File: src/led_scan_pkg.sv
package led_scan_pkg;

    // Register and pixel memory addresses
    localparam logic [15:0] CTRL_ADDR = 16'h00b1;
    localparam logic [15:0] CTRL2_ADDR = 16'h00b2;
    localparam logic [15:0] CFG_ADDR = 16'h00b3;
    localparam logic [15:0] STAT_ADDR = 16'h00b4;
    localparam logic [15:0] RAM_BASE = 16'hc800;

    // Values after reset
    localparam logic [7:0] CTRL_RESET = 8'h07;
    localparam logic [7:0] CTRL2_RESET = 8'h77;
    localparam logic [7:0] CFG_RESET = 8'h00;

    // Fields of led_scan_control
    localparam int DUTY_HI = 7;
    localparam int DUTY_LO = 6;
    localparam int PSC_HI = 5;
    localparam int PSC_LO = 4;
    localparam int HOLD_BIT = 3;
    localparam int BRA_HI = 2;
    localparam int BRA_LO = 0;

    // Fields of led_scan_control_second
    localparam int BRM_BIT = 7;
    localparam int BRC_HI = 6;
    localparam int BRC_LO = 4;
    localparam int DMX_BIT = 3;
    localparam int BRB_HI = 2;
    localparam int BRB_LO = 0;

    // Fields of the pin configuration register
    localparam int CFG_HSNK_BIT = 0;
    localparam int CFG_PINFN_BIT = 1;

    // Scan timing; the prescaler limit counts core clocks, the rest LED clock ticks or slots
    localparam logic [5:0] DIV_MAX_M1 = 6'h3f;
    localparam logic [4:0] SLOT_LAST = 5'd16;
    localparam logic [4:0] DEAD_TICKS = 5'd1;
    localparam logic [4:0] USABLE_TICKS = 5'd16;
    localparam logic [3:0] BID_SLOT_BASE = 4'd6;
    localparam logic [3:0] DMX_SLOT_LAST = 4'd7;

    // Active scanning mode
    typedef enum logic [1:0] {
        MODE_OFF = 2'b00,
        MODE_BID = 2'b01,
        MODE_DMX = 2'b11
    } mode_t;

endpackage

File: src/led_matrix_scan_controller.sv
`timescale 1ns/1ps
`default_nettype none
// Behaviour
// - Bidirectional and dot matrix modes exist; at most one runs at a time.
// - Bidirectional mode drives four commons and six segments, up to 48 pixels.
// - Duty code 0 off, 1 is 4x4, 2 is 4x5, 3 is 4x6.
// - High-sink enable selects strong sink drive on the LED pins.
// - Brightness-mode bit: 0 uniform, 1 enhanced, in both modes.
// - Segments go inactive for a dead time when the common line changes.
// - Nonzero duty plus LED pin function makes the controller scan pins itself.
// - Scan-hold bit freezes the LED scan clock and holds the scan.
// - Prescaler divides the fast oscillator by 64, 32, 16 or 8.
// - Bidirectional pixels come from six RAM bytes, pixel is 8*offset+bit.
// - Bytes 0..3: low nibble common-positive, high nibble segment-positive.
// - Byte 4 common-positive to segments 4/5; byte 5 segment-4/5 positive.
// - Field A lights most pixels, B even 32..38, C odd 33..39.
// - Each brightness field has eight monotonic levels, 000 darkest.
// - Dot matrix runs when its enable bit is 1 and pins are LED function.
// - Dot matrix scans nine lines, an eight by eight matrix of 64 points.
// - Dot matrix pixels from eight RAM bytes, 1 lights the LED.
// - Dot matrix brightness comes only from field C.
// - Dot matrix segments also get a dead time at line changes.
module led_matrix_scan_controller
    import led_scan_pkg::*;
(
    // Clock and reset
    input wire logic I_CORE_CLK,
    input wire logic I_RST,
    // Register port
    input wire logic [15:0] I_ADDR,
    input wire logic [7:0] I_WDATA,
    input wire logic I_WR,
    input wire logic I_RD,
    output logic [7:0] O_RDATA,
    // LED pins
    output logic [9:0] O_LINE_OUT,
    output logic [9:0] O_LINE_OE,
    output logic O_HIGH_SINK
);

    logic [7:0] ctrl_reg;
    logic [7:0] ctrl2_reg;
    logic [7:0] cfg_reg;
    logic [7:0] ram_reg [0:7];
    logic ram_hit;
    logic [2:0] ram_idx;
    logic [7:0] rd_next;
    mode_t mode_reg;
    mode_t mode_next;
    logic active;
    logic restart;
    logic [1:0] duty;
    logic [5:0] presc_reg;
    logic [5:0] div_m1;
    logic tick;
    logic [4:0] cnt_reg;
    logic [3:0] slot_reg;
    logic [3:0] slot_last;
    logic [3:0] slot_next;
    logic wrap;
    logic [9:0] en_reg;
    logic [9:0] val_reg;
    logic [9:0] pwm_reg;
    logic [9:0][2:0] lvl_reg;
    logic [9:0] en_next;
    logic [9:0] val_next;
    logic [9:0] pwm_next;
    logic [9:0][2:0] lvl_next;
    logic [9:0] oe_next;

    // Address decode of the pixel memory
    assign ram_hit = (I_ADDR[15:3] == RAM_BASE[15:3]);
    assign ram_idx = I_ADDR[2:0];
    assign duty = ctrl_reg[DUTY_HI:DUTY_LO];

    // Control registers
    always_ff @(posedge I_CORE_CLK or posedge I_RST) begin
        if (I_RST) begin
            ctrl_reg <= CTRL_RESET;
            ctrl2_reg <= CTRL2_RESET;
            cfg_reg <= CFG_RESET;
        end else if (I_WR) begin
            if (I_ADDR == CTRL_ADDR) begin
                ctrl_reg <= I_WDATA;
            end
            if (I_ADDR == CTRL2_ADDR) begin
                ctrl2_reg <= I_WDATA;
            end
            if (I_ADDR == CFG_ADDR) begin
                cfg_reg <= {6'h00, I_WDATA[1:0]};
            end
        end
    end

    // Pixel memory stays writable while scanning
    always_ff @(posedge I_CORE_CLK or posedge I_RST) begin
        if (I_RST) begin
            for (int i = 0; i < 8; i++) begin
                ram_reg[i] <= 8'h00;
            end
        end else if (I_WR && ram_hit) begin
            ram_reg[ram_idx] <= I_WDATA;
        end
    end

    // Read multiplexer
    always_comb begin
        rd_next = 8'h00;
        if (ram_hit) begin
            rd_next = ram_reg[ram_idx];
        end else if (I_ADDR == CTRL_ADDR) begin
            rd_next = ctrl_reg;
        end else if (I_ADDR == CTRL2_ADDR) begin
            rd_next = ctrl2_reg;
        end else if (I_ADDR == CFG_ADDR) begin
            rd_next = cfg_reg;
        end else if (I_ADDR == STAT_ADDR) begin
            rd_next = {mode_reg, 2'b00, slot_reg};
        end
    end

    // Read data stands one cycle after the strobe only
    always_ff @(posedge I_CORE_CLK or posedge I_RST) begin
        if (I_RST) begin
            O_RDATA <= 8'h00;
        end else begin
            O_RDATA <= I_RD ? rd_next : 8'h00;
        end
    end

    // Mode selection, dot matrix takes precedence
    always_comb begin
        if (ctrl2_reg[DMX_BIT]) begin
            mode_next = MODE_DMX;
        end else if (duty != 2'b00) begin
            mode_next = MODE_BID;
        end else begin
            mode_next = MODE_OFF;
        end
    end

    always_ff @(posedge I_CORE_CLK or posedge I_RST) begin
        if (I_RST) begin
            mode_reg <= MODE_OFF;
        end else begin
            mode_reg <= mode_next;
        end
    end

    assign active = (mode_reg != MODE_OFF);
    assign restart = !active || (mode_next != mode_reg) || (slot_reg > slot_last);

    // Prescaler of the LED scan clock
    assign div_m1 = DIV_MAX_M1 >> ctrl_reg[PSC_HI:PSC_LO];
    assign tick = !restart && !ctrl_reg[HOLD_BIT] && (presc_reg == div_m1);

    always_ff @(posedge I_CORE_CLK or posedge I_RST) begin
        if (I_RST) begin
            presc_reg <= 6'h00;
        end else if (restart || tick || (I_WR && I_ADDR == CTRL_ADDR)) begin
            presc_reg <= 6'h00;
        end else if (!ctrl_reg[HOLD_BIT]) begin
            presc_reg <= presc_reg + 6'h01;
        end
    end

    // Slot sequencing
    assign slot_last = (mode_next == MODE_DMX) ? DMX_SLOT_LAST : BID_SLOT_BASE + {2'b00, duty};
    assign wrap = tick && (cnt_reg == SLOT_LAST);
    assign slot_next = (restart || slot_reg >= slot_last) ? 4'h0 : slot_reg + 4'h1;

    always_ff @(posedge I_CORE_CLK or posedge I_RST) begin
        if (I_RST) begin
            cnt_reg <= 5'h00;
            slot_reg <= 4'h0;
        end else if (restart) begin
            cnt_reg <= 5'h00;
            slot_reg <= 4'h0;
        end else if (wrap) begin
            cnt_reg <= 5'h00;
            slot_reg <= slot_next;
        end else if (tick) begin
            cnt_reg <= cnt_reg + 5'h01;
        end
    end

    // Drive pattern of the coming slot, built from the pixel memory
    always_comb begin
        int n;
        int l;
        l = 0;
        en_next = 10'h000;
        val_next = 10'h000;
        pwm_next = 10'h000;
        lvl_next = '0;
        n = int'(slot_next[1:0]);
        if (mode_next == MODE_DMX) begin
            // Line of this row sources, the other eight sink
            en_next[slot_next] = 1'b1;
            val_next[slot_next] = 1'b1;
            for (int c = 0; c < 8; c++) begin
                l = (c < int'(slot_next)) ? c : c + 1;
                en_next[l] = ram_reg[slot_next[2:0]][c];
                pwm_next[l] = 1'b1;
                lvl_next[l] = ctrl2_reg[BRC_HI:BRC_LO];
            end
        end else if (slot_next < 4'd4) begin
            // Common n positive, segments sink
            en_next[n] = 1'b1;
            val_next[n] = 1'b1;
            for (int k = 0; k < 4; k++) begin
                en_next[4 + k] = ram_reg[n][k];
                pwm_next[4 + k] = 1'b1;
                lvl_next[4 + k] = ctrl_reg[BRA_HI:BRA_LO];
            end
            en_next[8] = (duty >= 2'd2) && ram_reg[4][2 * n];
            pwm_next[8] = 1'b1;
            lvl_next[8] = ctrl2_reg[BRB_HI:BRB_LO];
            en_next[9] = (duty == 2'd3) && ram_reg[4][2 * n + 1];
            pwm_next[9] = 1'b1;
            lvl_next[9] = ctrl2_reg[BRC_HI:BRC_LO];
        end else if (slot_next < 4'd8) begin
            // Common n sinks, segments 0..3 source
            en_next[n] = 1'b1;
            for (int k = 0; k < 4; k++) begin
                en_next[4 + k] = ram_reg[n][4 + k];
                val_next[4 + k] = 1'b1;
                pwm_next[4 + k] = 1'b1;
                lvl_next[4 + k] = ctrl_reg[BRA_HI:BRA_LO];
            end
        end else begin
            // Segment 4 or 5 sources, commons sink
            en_next[slot_next[0] ? 9 : 8] = 1'b1;
            val_next[slot_next[0] ? 9 : 8] = 1'b1;
            for (int k = 0; k < 4; k++) begin
                en_next[k] = ram_reg[5][k + (slot_next[0] ? 4 : 0)];
                pwm_next[k] = 1'b1;
                lvl_next[k] = ctrl_reg[BRA_HI:BRA_LO];
            end
        end
    end

    // Pattern latched at the start of every slot
    always_ff @(posedge I_CORE_CLK or posedge I_RST) begin
        if (I_RST) begin
            en_reg <= 10'h000;
            val_reg <= 10'h000;
            pwm_reg <= 10'h000;
            lvl_reg <= '0;
        end else if (restart || wrap) begin
            en_reg <= en_next;
            val_reg <= val_next;
            pwm_reg <= pwm_next;
            lvl_reg <= lvl_next;
        end
    end

    // Lit time within a slot for a brightness level
    function automatic logic [4:0] on_len(input logic [2:0] lvl, input logic boost);
        logic [4:0] base;
        base = {1'b0, lvl, 1'b0} + 5'd2;
        if (boost && base != USABLE_TICKS) begin
            on_len = base + 5'd1;
        end else begin
            on_len = base;
        end
    endfunction

    // Window of each PWM pin: dead time first, then lit share; the scanning line drives the whole slot
    always_comb begin
        for (int p = 0; p < 10; p++) begin
            oe_next[p] = active && cfg_reg[CFG_PINFN_BIT] && en_reg[p]
                && (!pwm_reg[p] || ((cnt_reg >= DEAD_TICKS)
                && (cnt_reg < 5'(DEAD_TICKS + on_len(lvl_reg[p], ctrl2_reg[BRM_BIT])))));
        end
    end

    // Registered pin drive
    always_ff @(posedge I_CORE_CLK or posedge I_RST) begin
        if (I_RST) begin
            O_LINE_OE <= 10'h000;
            O_LINE_OUT <= 10'h000;
            O_HIGH_SINK <= 1'b0;
        end else begin
            O_LINE_OE <= oe_next;
            O_LINE_OUT <= val_reg & oe_next;
            O_HIGH_SINK <= cfg_reg[CFG_HSNK_BIT];
        end
    end
endmodule
`default_nettype wire

File: config.mk
export PLATFORM = sky130hd
export DESIGN_NAME = led_matrix_scan_controller
export DESIGN_NICKNAME = d
export VERILOG_FILES = /design/src/led_scan_pkg.sv /design/src/led_matrix_scan_controller.sv
export SDC_FILE = /design/constraint.sdc
export NUM_CORES = 1
export LEC_CHECK = 0
export BUFFER_PORTS_ARGS = -buffer_cell sky130_fd_sc_hd__buf_2
export CORE_MARGIN = 2
export CORE_UTILIZATION = 55
export CTS_CLUSTER_SIZE = 12
export DETAILED_ROUTE_END_ITERATION = 6
export PLACE_DENSITY = 0.84
export SYNTH_ARGS = -nofsm -noshare
export SYNTH_HDL_FRONTEND = slang
export SYNTH_SLANG_ARGS = --single-unit
File: constraint.sdc
create_clock -name I_CORE_CLK -period 8.3 [get_ports I_CORE_CLK]
set_input_delay 1.245 -clock I_CORE_CLK [delete_from_list [all_inputs] [get_ports I_CORE_CLK]]
set_output_delay 1.245 -clock I_CORE_CLK [all_outputs]
set_load 0.05 [all_outputs]
# Yosys cells after proc, flatten, opt, wreduce, memory -nomap -nowiden
# Index checks and enable logic that the tools add are counted.
[word_totals]
ff_bits = 188
[op_classes]
n_addsub = 38
order_cmp = 56
n_eq_ne = 21
shift = 1
mux = 139
n_bitwise = 12
reduce_logical = 96
[ops]
columns = ["cell", "n"]
rows = [
  ["$bwmux W30", 7],
  ["$mux W8", 13],
  ["$demux W3 S4", 8],
  ["$lt A32 B5 Y1 const B", 3],
  ["$bwmux W10", 8],
  ["$bmux W8 S3", 3],
  ["$or A10 B10 Y10", 7],
  ["$mux W5", 13],
  ["$bwmux W64", 1],
  ["$eq A16 B8 Y1 const B", 4],
  ["$logic_and A1 B1 Y1", 60],
  ["$mux W10", 6],
  ["$add A5 B1 Y5 const B", 11],
  ["$add A1 B5 Y5 const A", 10],
  ["$add A4 B2 Y5 const B", 10],
  ["$lt A5 B5 Y1", 10],
  ["$ne A5 B5 Y1 const B", 10],
  ["$mux W12", 4],
  ["$mux W4", 11],
  ["$demux W1 S4", 10],
  ["$add A2 B32 Y32 const A", 1],
  ["$add A3 B32 Y32 const A", 1],
  ["$ge A32 B4 Y1 const B", 1],
  ["$not A2 Y32", 1],
  ["other kinds (49)", 150],
]

# Depth between registers and ports, before layout
# Gate-level depths: netlist of the first run.
[logic_depth]
depth_word = 24
depth_mapped = 14

# Least setup slack after synthesis of the first run
# OpenSTA, ideal clock, no wires.
[synth_timing]
path_type = "reg-to-reg"
from = "register ctrl2_reg[3]"
to = "register lvl_reg[18] in the netlist's numbering"
arrival_time_ns = 3.094
required_time_ns = 8.167
setup_slack_ns = 5.073
stages_incl_launch_ff = 13
period_less_slack_ns = 3.227
cell_sequence = "dfrtp_1 -> buf_2 -> clkbuf_1 -> clkbuf_1 -> or2_2 -> ha_1 -> nor3b_2 -> o211ai_1 -> or4_1 -> buf_2 -> o31a_1 -> a221oi_2 -> a21oi_1"
[synth_via]
elab_chain_len = 22
elab_cells_between_ends = 84
cone_classes = "order compare (28); eq/ne (2); mux (37); bitwise (1); reduce/logical (16)"
[synth_lines]
columns = ["item", "line_no", "text"]
rows = [
  ["start: declaration", "led_matrix_scan_controller.sv:42", "logic [7:0] ctrl2_reg;"],
  ["start signal: assignment", "led_matrix_scan_controller.sv:80", "ctrl2_reg <= CTRL2_RESET;"],
  ["start signal: assignment", "led_matrix_scan_controller.sv:87", "ctrl2_reg <= I_WDATA;"],
  ["$mux W2 (*)", "led_matrix_scan_controller.sv:133", "if (ctrl2_reg[DMX_BIT]) begin"],
  ["$eq A2 B2 Y1", "led_matrix_scan_controller.sv:168, led_matrix_scan_controller.sv:197", ""],
  ["$mux W4", "led_matrix_scan_controller.sv:168", "assign slot_last = (mode_next == MODE_DMX) ? DMX_SLOT_LAST : BID_SLOT_BASE + {2'b00, duty};"],
  ["$gt A4 B4 Y1", "led_matrix_scan_controller.sv:151", "assign restart = !active || (mode_next != mode_reg) || (slot_reg > slot_last);"],
  ["$logic_or A1 B1 Y1", "led_matrix_scan_controller.sv:151", ""],
  ["$logic_or A1 B1 Y1", "led_matrix_scan_controller.sv:170", "assign slot_next = (restart || slot_reg >= slot_last) ? 4'h0 : slot_reg + 4'h1;"],
  ["$mux W4", "led_matrix_scan_controller.sv:170", ""],
  ["$lt A1 B4 Y1", "led_matrix_scan_controller.sv:202", "l = (c < int'(slot_next)) ? c : c + 1;"],
  ["$mux W1", "led_matrix_scan_controller.sv:202", ""],
  ["$lt A1 B5 Y1 (implied by the code) or $ge A1 B1 Y1 (tied branches)", "led_matrix_scan_controller.sv:205", "lvl_next[l] = ctrl2_reg[BRC_HI:BRC_LO];"],
  ["$logic_and A1 B1 Y1 (implied by the code)", "led_matrix_scan_controller.sv:205", ""],
  ["$mux W3 (implied by the code)", "led_matrix_scan_controller.sv:205", ""],
  ["$demux W3 S4", "led_matrix_scan_controller.sv:205", ""],
  ["$and A30 B30 Y30 (no line)", "-", ""],
  ["$bwmux W30 (7 in a row)", "led_matrix_scan_controller.sv:205", ""],
  ["$mux W30", "led_matrix_scan_controller.sv:197", "if (mode_next == MODE_DMX) begin"],
  ["end signal: assignment", "led_matrix_scan_controller.sv:254", "lvl_reg <= lvl_next;"],
  ["end: declaration", "led_matrix_scan_controller.sv:64", "logic [9:0][2:0] lvl_reg;"],
]
# Every way passes the cells marked *; elsewhere a longest branch is shown, timed or not.
# A chain may end at the register's enable or synchronous reset.

# Worst setup path in the final report of the first run
[layout_timing]
from = "register ctrl2_reg[3]"
to = "register lvl_reg[0] in the netlist's numbering"
# Same word-level chain as after synthesis.

==> impl_results.md, run 1 <==
- Routed len/inst: 23.6 um
- Slowest CP cell: nor2_1
- IO buf count: 56
- TritonCTS clock tree: built
- Final Hold Viols: 0
- Status: finished clean
- Max-Cap Viols: 0
- Maximum clock path buffer count: 2
- DRC Markers: 0
- Initial antenna violation count: 0
- Placed cells: 1437
- Gr ovfl total: 0
- Setup tns final: 0 ps
- Crit Path Category: flip-flop to flip-flop
- First-pass GRT wire length: 54300 um
- Peak Freq: 235 MHz
- Die height: 151 um
- Fin. max-slew vios: 0
- Post_cts resized: 0
- Diodes inserted: 0
- Yosys warns: 0
- Leakage power: 5.58 nW
- DP HPWL: 24200 um
- Flops & latches, synth: 188
- Largest net degree at the start of global routing: 125
- Final setup fails: 0
- Hold/Removal Path Class: flip-flop to flip-flop
- Worst setup SP type: flip-flop
- Critical Path RT: 8660 ps
- Max reg flops: 64
- Router iterations before antenna repair: 5
- Row Count: 53
- RSZ-0062 raised after global routing: no
- Pwr per Cell Area: 137 nW/um^2
- Syn avg cell area: 10.1 um^2
- Clk_skew: 12.7 ps
- DIE AREA: 22700 um^2
- Clk root buf: clkbuf_16
- Clock transition at the registers of the reported paths: 70 ps
- Clock Sinks: 188
- Synth unique cells: 79
- Most frequent CP cell: inv_1
- Clock H-tree levels: 4
- Min Clock Period, post-route: 4260 ps
- Multi-input logic area: 6710 um^2
- Syn_nets: 1272
- Post-synth ARST share: 100%
- Worst relative slew slack: 17.3%
- Crit path capture type: flip-flop
- Core box area: 21100 um^2
- Final worst-path cycle share: 51.3%
- Iteration-0 DRC Markers: 1130
- Seq. cell area: 4720 um^2
- Mapped cell area: 11800 um^2
- Setup slack after layout: 4040 ps
- Max IR drop VDD: 0.138 mV
- Setup bufs post-CTS: 0
- Cell family with most CP delay: simple AND/OR/NAND/NOR gates
- CP max stage delay: 1020 ps
- Clk_lat worst skew: 450 ps
- Fill cell count: 1701
- Initial Utilization: 56.1%
- IO Count: 57
- Non-Filler Instances: 1469
- Post-route ant nets: 0
- Vias in the first global route: 9658
- Vias: 9949
- Predominant post-synthesis flop cell: dfrtp_1
- Share of layout cells above drive strength 1: 20.1%
- Inserted Clock Buffers: 17
- Pre-CTS setup slack: 4240 ps
- Area grow syn2layout: 8.04%
- Hold buffers post-CTS: 0
- Power Total: 1.76 mW
- EDFF count, synth: 0
- Routed Wire Length: 34700 um
- Total GRT Usage: 31.4%
- Buf+Inv Stages, Crit Path: 2
- Finished Core Util: 60.6%
- Register area share after synthesis: 39.8%
- RePlAce Congestion: 1.04
- Critical path data arrival time: 4620 ps
- Synth Instances: 1175
- Crit path cell chain: inv_1 -> nand2_1 -> inv_1 -> ha_1 -> o211ai_1 -> o21a_1 -> nand4_1 -> nor2_1 -> a221oi_1 -> a21oi_1
- Worst-path fanout max: 25
- Net count, final: 1278
- Via density: 6.77
- Width of the die: 151 um
- Worst Tran Pin Value: 1240 ps
==> power breakdown <==
group | total [mW] | internal [mW] | switching (mW)
combinational | 0.0505 | 0.0117 | 0.0388
sequential | 0.916 | 0.916 | 0.000324
clock | 0.791 | 0.397 | 0.395
==> stage by stage <==
stage / hold WS [ps] / area (um^2)
after detailed placement: 399 / 12200
after CTS: 414 / 12800
after global routing: 435 / 12800
final: 411 / 12800
after global placement: 401 / 12200
after floorplan: 349 / 11800
==> area by class of cell <==
type / count / area share (%)
Tap cell: 275 / 2.69
Clock buffer: 18 / 3.36
Multi-Input combinational cell: 883 / 52.5
Timing Repair Buffer: 67 / 2.84
Inverter: 24 / 0.763
Clock inverter: 14 / 0.998
Sequential cell: 188 / 36.9
==> kinds of logic (layout without fill, tap and decap cells) <==
| kind of cell | after synthesis | after routing | share of synthesized area (%) |
|---|---|---|---|
| simple gates | 321 | 321 | 13.9 |
| buf+inv | 104 | 123 | 3.51 |
| xor+xnor | 40 | 40 | 2.96 |
| compound gates | 326 | 326 | 18.9 |
| flops | 188 | 188 | 39.8 |
| fa+ha+maj | 69 | 69 | 7.29 |
| mux | 127 | 127 | 13.6 |
==> cell usage in the layout, fill, tap and decap left out, types with 6 or more instances in the layout <==
cell	n
a2111oi_0	8
a211oi_1	15
a21boi_0	7
a21oi_1	69
a222oi_1	8
a2bb2oi_1	7
a311oi_1	8
a31oi_1	15
a32oi_1	7
buf_2	56
buf_4	11
clkbuf_16	17
dfrtp_1	179
dfstp_2	9
ha_1	69
inv_1	23
mux2_2	91
mux2i_1	18
mux4_2	18
nand2_1	107
nand2b_1	8
nand3_1	40
nand4_1	17
nor2_1	66
nor2b_1	14
nor3_1	18
o211a_1	7
o211ai_1	15
o21a_1	26
o21ai_0	59
o22ai_1	6
o31a_1	9
o31ai_1	18
xnor2_1	32
xor2_1	8
==> per-layer routing <==
| metal | routed length (um) | GRT usage, % |
|---|---|---|
| met1 | 13900 | 41.7 |
| met2 | 16200 | 50.2 |
| met3 | 2840 | 5.67 |
| met4 | 1720 | 14.9 |
| met5 | 0 | 0 |
==> cell usage after synthesis, drive strengths merged (18+ instances only) <==
cell type,count,area share (%)
inv,24,0.76
mux2i,18,1.5
o21a,26,1.6
nand2,107,3.4
clkbuf,44,1.4
nand3,41,1.7
mux4,18,3.4
o31ai,18,1.1
a21oi,69,2.9
mux2,91,8.7
nor2,67,2.1
nor3,22,1.2
ha,69,7.3
o21ai,62,2.6
dfrtp,179,38
xnor2,32,2.4
buf,36,1.4
==> final timing paths <==
kind                                     end  cells after the start         start  slack [ps]
worst max-delay path              lvl_reg[0]                     10  ctrl2_reg[3]        4040
worst min-delay path             O_HIGH_SINK                      0    cfg_reg[0]         410
worst max register to register    lvl_reg[0]                     10  ctrl2_reg[3]        4040
worst min register to register   O_HIGH_SINK                      0    cfg_reg[0]         410
max in group asynchronous       ctrl2_reg[7]                      3         I_RST        5980
min in group asynchronous         val_reg[2]                      2         I_RST         970
Note: power is estimated with default switching activity, not from simulation.
==> run 2, diff against run 1 <==
--- a/config.mk
+++ b/config.mk
@@ -10,7 +10,7 @@
 export CORE_UTILIZATION = 55
 export CTS_CLUSTER_SIZE = 12
 export DETAILED_ROUTE_END_ITERATION = 6
-export PLACE_DENSITY = 0.84
+export PLACE_DENSITY = 0.86
 export SYNTH_ARGS = -nofsm -noshare
 export SYNTH_HDL_FRONTEND = slang
 export SYNTH_SLANG_ARGS = --single-unit
==> constraint.sdc (replaced) <==
create_clock -name I_CORE_CLK -period 3.6 [get_ports I_CORE_CLK]
set_input_delay 0.54 -clock I_CORE_CLK [delete_from_list [all_inputs] [get_ports I_CORE_CLK]]
set_output_delay 0.54 -clock I_CORE_CLK [all_outputs]
set_load 0.05 [all_outputs]
==> impl_results.md, run 2 (synthesis results as in run 1) <==
- Status: finished clean
- Hold/Removal Path Class: input port to asynchronous set/reset pin
- Initial antenna violation count: 0 (unchanged)
- DRC Markers: 0 (unchanged)
- Setup tns final: 0 ps (unchanged)
- IO Count: 57 (unchanged)
- Largest net degree at the start of global routing: 124 (-0.80%)
- Clock H-tree levels: 4 (unchanged)
- FF-to-FF End: lvl_reg[0]
- Vias in the first global route: 9766 (+1.1%)
- Routed Wire Length: 34000 um (-1.8%)
- Max IR drop VDD: 0.344 mV (+150%)
- IO buf count: 56 (unchanged)
- Total GRT Usage: 30.6% (-0.80 points)
- DIE AREA: 22700 um^2 (unchanged)
- Pre-CTS setup slack: 543 ps (-3690 ps)
- Setup crit start: ctrl2_reg[3]
- Clk_skew: 10.5 ps (-2.20 ps)
- Setup slack after layout: 452 ps (-3590 ps)
- Router iterations before antenna repair: 7 (+2)
- Reg2reg setup slack: 450 ps (-3590 ps)
- Initial Utilization: 56.1% (unchanged)
- M1 WL: 13500 um (-2.7%)
- Worst relative slew slack: 40.2% (+23 points)
- RePlAce Congestion: 1.00 (-3.8%)
- Most common cell after layout, fill and taps aside: dfrtp_1
- Routed len/inst: 22.9 um (-3.0%)
- Clk_lat worst skew: 440 ps (about the same)
- Leakage power: 5.69 nW (+1.9%)
- Max-Cap Viols: 0 (unchanged)
- Worst setup SP type: flip-flop
- Pwr per Cell Area: 316 nW/um^2 (+130%)
- Min Clock Period, post-route: 3150 ps (-1110 ps)
- First-pass GRT wire length: 53400 um (-1.8%)
- Diodes inserted: 0 (unchanged)
- Core box area: 21100 um^2 (unchanged)
- Post_cts resized: 0 (unchanged)
- Width of the die: 151 um (unchanged)
- Worst-path fanout max: 10 (-60%)
- Post-route ant nets: 0 (unchanged)
- Die height: 151 um (unchanged)
- Peak Freq: 318 MHz (+35%)
- Worst r2r src: ctrl2_reg[3]
- Clk root buf: clkbuf_16
- Finished Core Util: 61.6% (+0.94 points)
- Seq. cell area: 4720 um^2 (unchanged)
- Fill cell count: 1642 (-3.5%)
- Metal3 WL: 3200 um (+13%)
- Maximum clock path buffer count: 2 (unchanged)
- Crit path capture type: flip-flop
- Crit Path Category: flip-flop to flip-flop
- Iteration-0 DRC Markers: 1163 (+2.9%)
- Clock Sinks: 188 (unchanged)
- Row Count: 53 (unchanged)
- Fin. max-slew vios: 0 (unchanged)
- Net count, final: 1297 (+1.5%)
- Most frequent cells in the layout: 179 x dfrtp_1, 107 x nand2_1, 91 x mux2_2, 69 x a21oi_1, 69 x ha_1
- Multi-input logic area: 6710 um^2 (unchanged)
- Critical path data arrival time: 3510 ps (-1110 ps)
- Routed met2 length: 16000 um (-1.2%)
- DP HPWL: 24000 um (-0.78%)
- RSZ-0062 raised after global routing: no
- Critical Path RT: 3960 ps (-4700 ps)
- Max reg flops: 64 (unchanged)
- TritonCTS clock tree: built
- Final setup fails: 0 (unchanged)
- Reg2reg path depth: 10 (unchanged)
- Worst Tran Pin Value: 887 ps (-349 ps)
- Vias: 10100 (+1.7%)
- Gr ovfl total: 0 (unchanged)
- Inserted Clock Buffers: 17 (unchanged)
- Final worst-path cycle share: 87.4% (+36 points)
- Crit path capture: lvl_reg[0]
- Setup bufs post-CTS: 0 (unchanged)
- Max Used Layer: met4
- Via density: 6.80 (+0.38%)
- Final Hold Viols: 0 (unchanged)
- Area grow syn2layout: 9.71%
- Share of layout cells above drive strength 1: 21.2% (+1.1 points)
- Hold buffers post-CTS: 0 (unchanged)
- Clock transition at the registers of the reported paths: 70 ps (about the same)
[run 2: cell types whose count changed in the layout (fill, tap and decap cells not counted)]
cell	change
clkinv_4	-3
inv_6	-2
clkinv_2	-1
inv_8	-5
clkinvlp_4	+4
clkbuf_8	+4
clkbuf_1	+2
bufinv_16	+1
buf_12	+3
buf_4	+16
[run 2: layout make-up]
type,count,share of cell area (%)
clock inverter,8,0.665
clock buffer,24,3.79
timing repair buffer,86,4.18
inverter,24,0.723
sequential,188,36.3
multi-input combinational,883,51.7
tap,275,2.65
[run 2: worst max-delay path: stages (launching register included)]
cell and delay, ps:
dfrtp_1 390, inv_1 80, nand2_1 100, ha_1 330, a21oi_1 460, o21a_1 350
nand3_1 300, buf_4 280, a311oi_1 500, a221oi_1 160, a21oi_1 140
[run 2: metal layers]
metal,GRT usage [%],up-vias
met5,0,-
met4,12.5,0
met3,5.73,105
met2,48.6,591
met1,41.7,4951
li1,-,4469
[run 2: metrics by stage]
stage               instance area [um^2]  cells  total power [mW]  hold WS, ps
floorplan                          11800   1175              2.23          349
global placement                   12400   1456              2.27          390
detailed placement                 12400   1456              2.27          391
CTS                                13000   1488              4.11          255
global route                       13000   1488              4.20          260
finish                             13000   1488              4.10          233
[run 2: report_power, final]
part | internal [mW] | switching, mW | total [mW] | leakage [nW]
clock | 1.03 | 0.833 | 1.87 | 0.270
sequential | 2.11 | 0.000634 | 2.11 | 2.55
combinational | 0.0307 | 0.0889 | 0.120 | 2.87
[run 2: worst min path at each step]
stage                     slack [ps]         start          end
after detailed placement         390    cfg_reg[0]  O_HIGH_SINK
after global routing             260         I_RST  ram_reg[20]
after global placement           390    cfg_reg[0]  O_HIGH_SINK
after CTS                        260         I_RST  ram_reg[20]
final                            230         I_RST    en_reg[2]
after floorplan                  350  ctrl2_reg[3]  mode_reg[1]
==> run 3, diff against run 2 <==
--- a/config.mk
+++ b/config.mk
@@ -6,11 +6,13 @@
 export NUM_CORES = 1
 export LEC_CHECK = 0
 export BUFFER_PORTS_ARGS = -buffer_cell sky130_fd_sc_hd__buf_2
-export CORE_MARGIN = 2
-export CORE_UTILIZATION = 55
+export CELL_PAD_IN_SITES_DETAIL_PLACEMENT = 1
+export CELL_PAD_IN_SITES_GLOBAL_PLACEMENT = 1
+export CORE_UTILIZATION = 45
 export CTS_CLUSTER_SIZE = 12
 export DETAILED_ROUTE_END_ITERATION = 6
-export PLACE_DENSITY = 0.86
+export PLACE_DENSITY = 0.88
+export RECOVER_POWER = 100
 export SYNTH_ARGS = -nofsm -noshare
 export SYNTH_HDL_FRONTEND = slang
 export SYNTH_SLANG_ARGS = --single-unit
==> impl_results.md, run 3 (synthesis results as in run 1) <==
- Worst-path fanout max: 7 (-3)
- Pre-CTS setup slack: 363 ps (-180 ps)
- Row Count: 58 (+9.4%)
- Setup bufs post-CTS: 0 (unchanged)
- Max-Cap Viols: 1 (+1)
- Clock Sinks: 188 (unchanged)
- Area grow syn2layout: 9.40%
- Final Hold Viols: 0 (unchanged)
- Final setup fails: 0 (unchanged)
- Crit Path Category: flip-flop to flip-flop
- FF-to-FF End: en_reg[1]
- Maximum clock path buffer count: 2 (unchanged)
- Routed Wire Length: 40400 um (+19%)
- Inserted Clock Buffers: 17 (unchanged)
- Reg2reg path depth: 9 (-1)
- Min Clock Period, post-route: 3420 ps (+268 ps)
- Fin. max-slew vios: 189 (+189)
- Share of layout cells above drive strength 1: 17.3% (-3.8 points)
- Total GRT Usage: 31.3% (+0.64 points)
- Clk root buf: clkbuf_16
- Gr ovfl total: 0 (unchanged)
- Net count, final: 1301 (+0.31%)
- Die height: 164 um (+8.9%)
- Failing checks: capacitance limit, slew limit
- Cell Int Power: 3.09 mW (-2.8%)
- Worst relative slew slack: -77.9% (-120 points)
- Max reg flops: 64 (unchanged)
- Worst r2r src: ctrl2_reg[3]
- Clock transition at the registers of the reported paths: 80 ps (about the same)
- First-pass GRT wire length: 63200 um (+18%)
- DRC Markers: 0 (unchanged)
- Leakage power: 5.54 nW (-2.5%)
- Max IR drop VDD: 0.235 mV (-32%)
- Setup slack after layout: 185 ps (-268 ps)
- Largest net degree at the start of global routing: 189 (+52%)
- Vias: 10300 (+2.3%)
- Hold/Removal Path Class: input port to flip-flop
- Post_cts resized: 0 (unchanged)
- Diodes inserted: 0 (unchanged)
- RSZ-0062 raised after global routing: no
- Critical Path RT: 3990 ps (+30 ps)
- Power Total: 4.14 mW (+1.1%)
- Clock network power share: 46.2% (+0.7 points)
- Crit path cell chain: inv_1 -> nand2_1 -> ha_1 -> a21oi_1 -> o21ai_1 -> or4_1 -> a2111oi_0 -> a311o_1 -> o221a_2
- RePlAce Congestion: 0.953 (-5.1%)
- Buf+Inv Stages, Crit Path: 1 (-1)
- Seq pwr share: 51.0% (-0.5 points)
- Cell family with most CP delay: compound AO/OA/AOI/OAI gates
- NetSw: 1.05 mW (+14%)
- CP max stage delay: 550 ps (+50 ps)
- Crit path capture type: flip-flop
- Worst setup SP type: flip-flop
- Pwr per Cell Area: 320 nW/um^2 (+1.3%)
- DIE AREA: 27000 um^2 (+19%)
- Post-route ant nets: 0 (unchanged)
- Reg2reg setup slack: 180 ps (-270 ps)
- Finished Core Util: 50.8% (-11 points)
- Router iterations before antenna repair: 5 (-2)
- IO Count: 57 (unchanged)
- Status: complete, but fails checks
- Worst Tran Pin Value: 2670 ps (+1780 ps)
- Routed len/inst: 26.1 um (+14%)
- Hold buffers post-CTS: 0 (unchanged)
- DP HPWL: 28600 um (+19%)
- Clk_lat worst skew: 460 ps (+20 ps)
- Setup tns final: 0 ps (unchanged)
- Peak Freq: 293 MHz (-7.8%)
- Vias in the first global route: 10800 (+11%)
- Initial antenna violation count: 0 (unchanged)
- IO buf count: 56 (unchanged)
- Width of the die: 164 um (+8.9%)
- Most common cell after layout, fill and taps aside: dfrtp_1
- Core box area: 25500 um^2 (+21%)
- Hold Startpoint: I_RD
- Iteration-0 DRC Markers: 1082 (-7.0%)
- Sw Ratio: 25.4% (+2.9 points)
- Via density: 6.69 (-1.6%)
- Initial Utilization: 46.5% (-9.7 points)
- Critical path data arrival time: 3810 ps (+300 ps)
- Most frequent cells in the layout: 179 x dfrtp_1, 107 x nand2_1, 79 x mux2_2, 69 x a21oi_1, 69 x ha_1
- Slowest CP cell: a2111oi_0
- Min-Delay Path Depth: 2
- TritonCTS clock tree: built
- Comb power frac: 2.8% (about the same)
- Clk_skew: 22.2 ps (+11.7 ps)
- Clock H-tree levels: 4 (unchanged)
- Worst Hold Endpoint: O_RDATA[0]
- Final worst-path cycle share: 94.9% (+7.4 points)
==> run 3: worst reg2reg max path: stages (launching register included) <==
cell and delay [ps]:
dfrtp_1 470, inv_1 110, nand2_1 100, ha_1 330
a21oi_1 470, o21ai_1 340, or4_1 530, a2111oi_0 550
a311o_1 250, o221a_2 190
==> run 3: worst max path at each step <==
stage | from | endpoint | slack [ps] | cells after the start
global route | ctrl2_reg[3] | lvl_reg[0] | 60 | 9
detailed placement | ctrl2_reg[3] | pwm_reg[4] | 360 | 10
global placement | ctrl2_reg[3] | en_reg[1] | 540 | 9
CTS | ctrl2_reg[3] | pwm_reg[4] | 340 | 9
floorplan | ctrl2_reg[3] | lvl_reg[18] | 370 | 12
finish | ctrl2_reg[3] | en_reg[1] | 180 | 9
==> run 3: cell type report <==
type	instances	area (um^2)
Sequential cell	188	4720
Timing Repair Buffer	90	504
Tap cell	330	413
Clock inverter	13	125
Fill cell	2893	12500
Multi-Input combinational cell	883	6640
Inverter	24	93.8
Clock buffer	19	453
==> run 3: stage by stage <==
stage,hold slack [ps],area [um^2],std cells
finish,392,12900,1547
detailed placement,415,12500,1515
global placement,417,12500,1515
global route,392,12900,1547
CTS,385,13100,1547
floorplan,349,11800,1175
==> run 3: power groups by stage <==
stage               registers, mW  clock network, mW  logic, mW
finish                       2.11               1.92      0.115
global route                 2.11               1.99      0.126
CTS                          2.11               1.93      0.122
detailed placement           2.15                  0      0.121
global placement             2.15                  0      0.116
floorplan                    2.15                  0     0.0750
==> run 3: per-layer routing <==
metal	up-vias	routed length, um	track usage, %
li1	4476	-	-
met1	5275	16100	39.1
met3	131	2720	4.95
met5	-	0	0
met2	462	19800	52.1
met4	0	1840	16.1
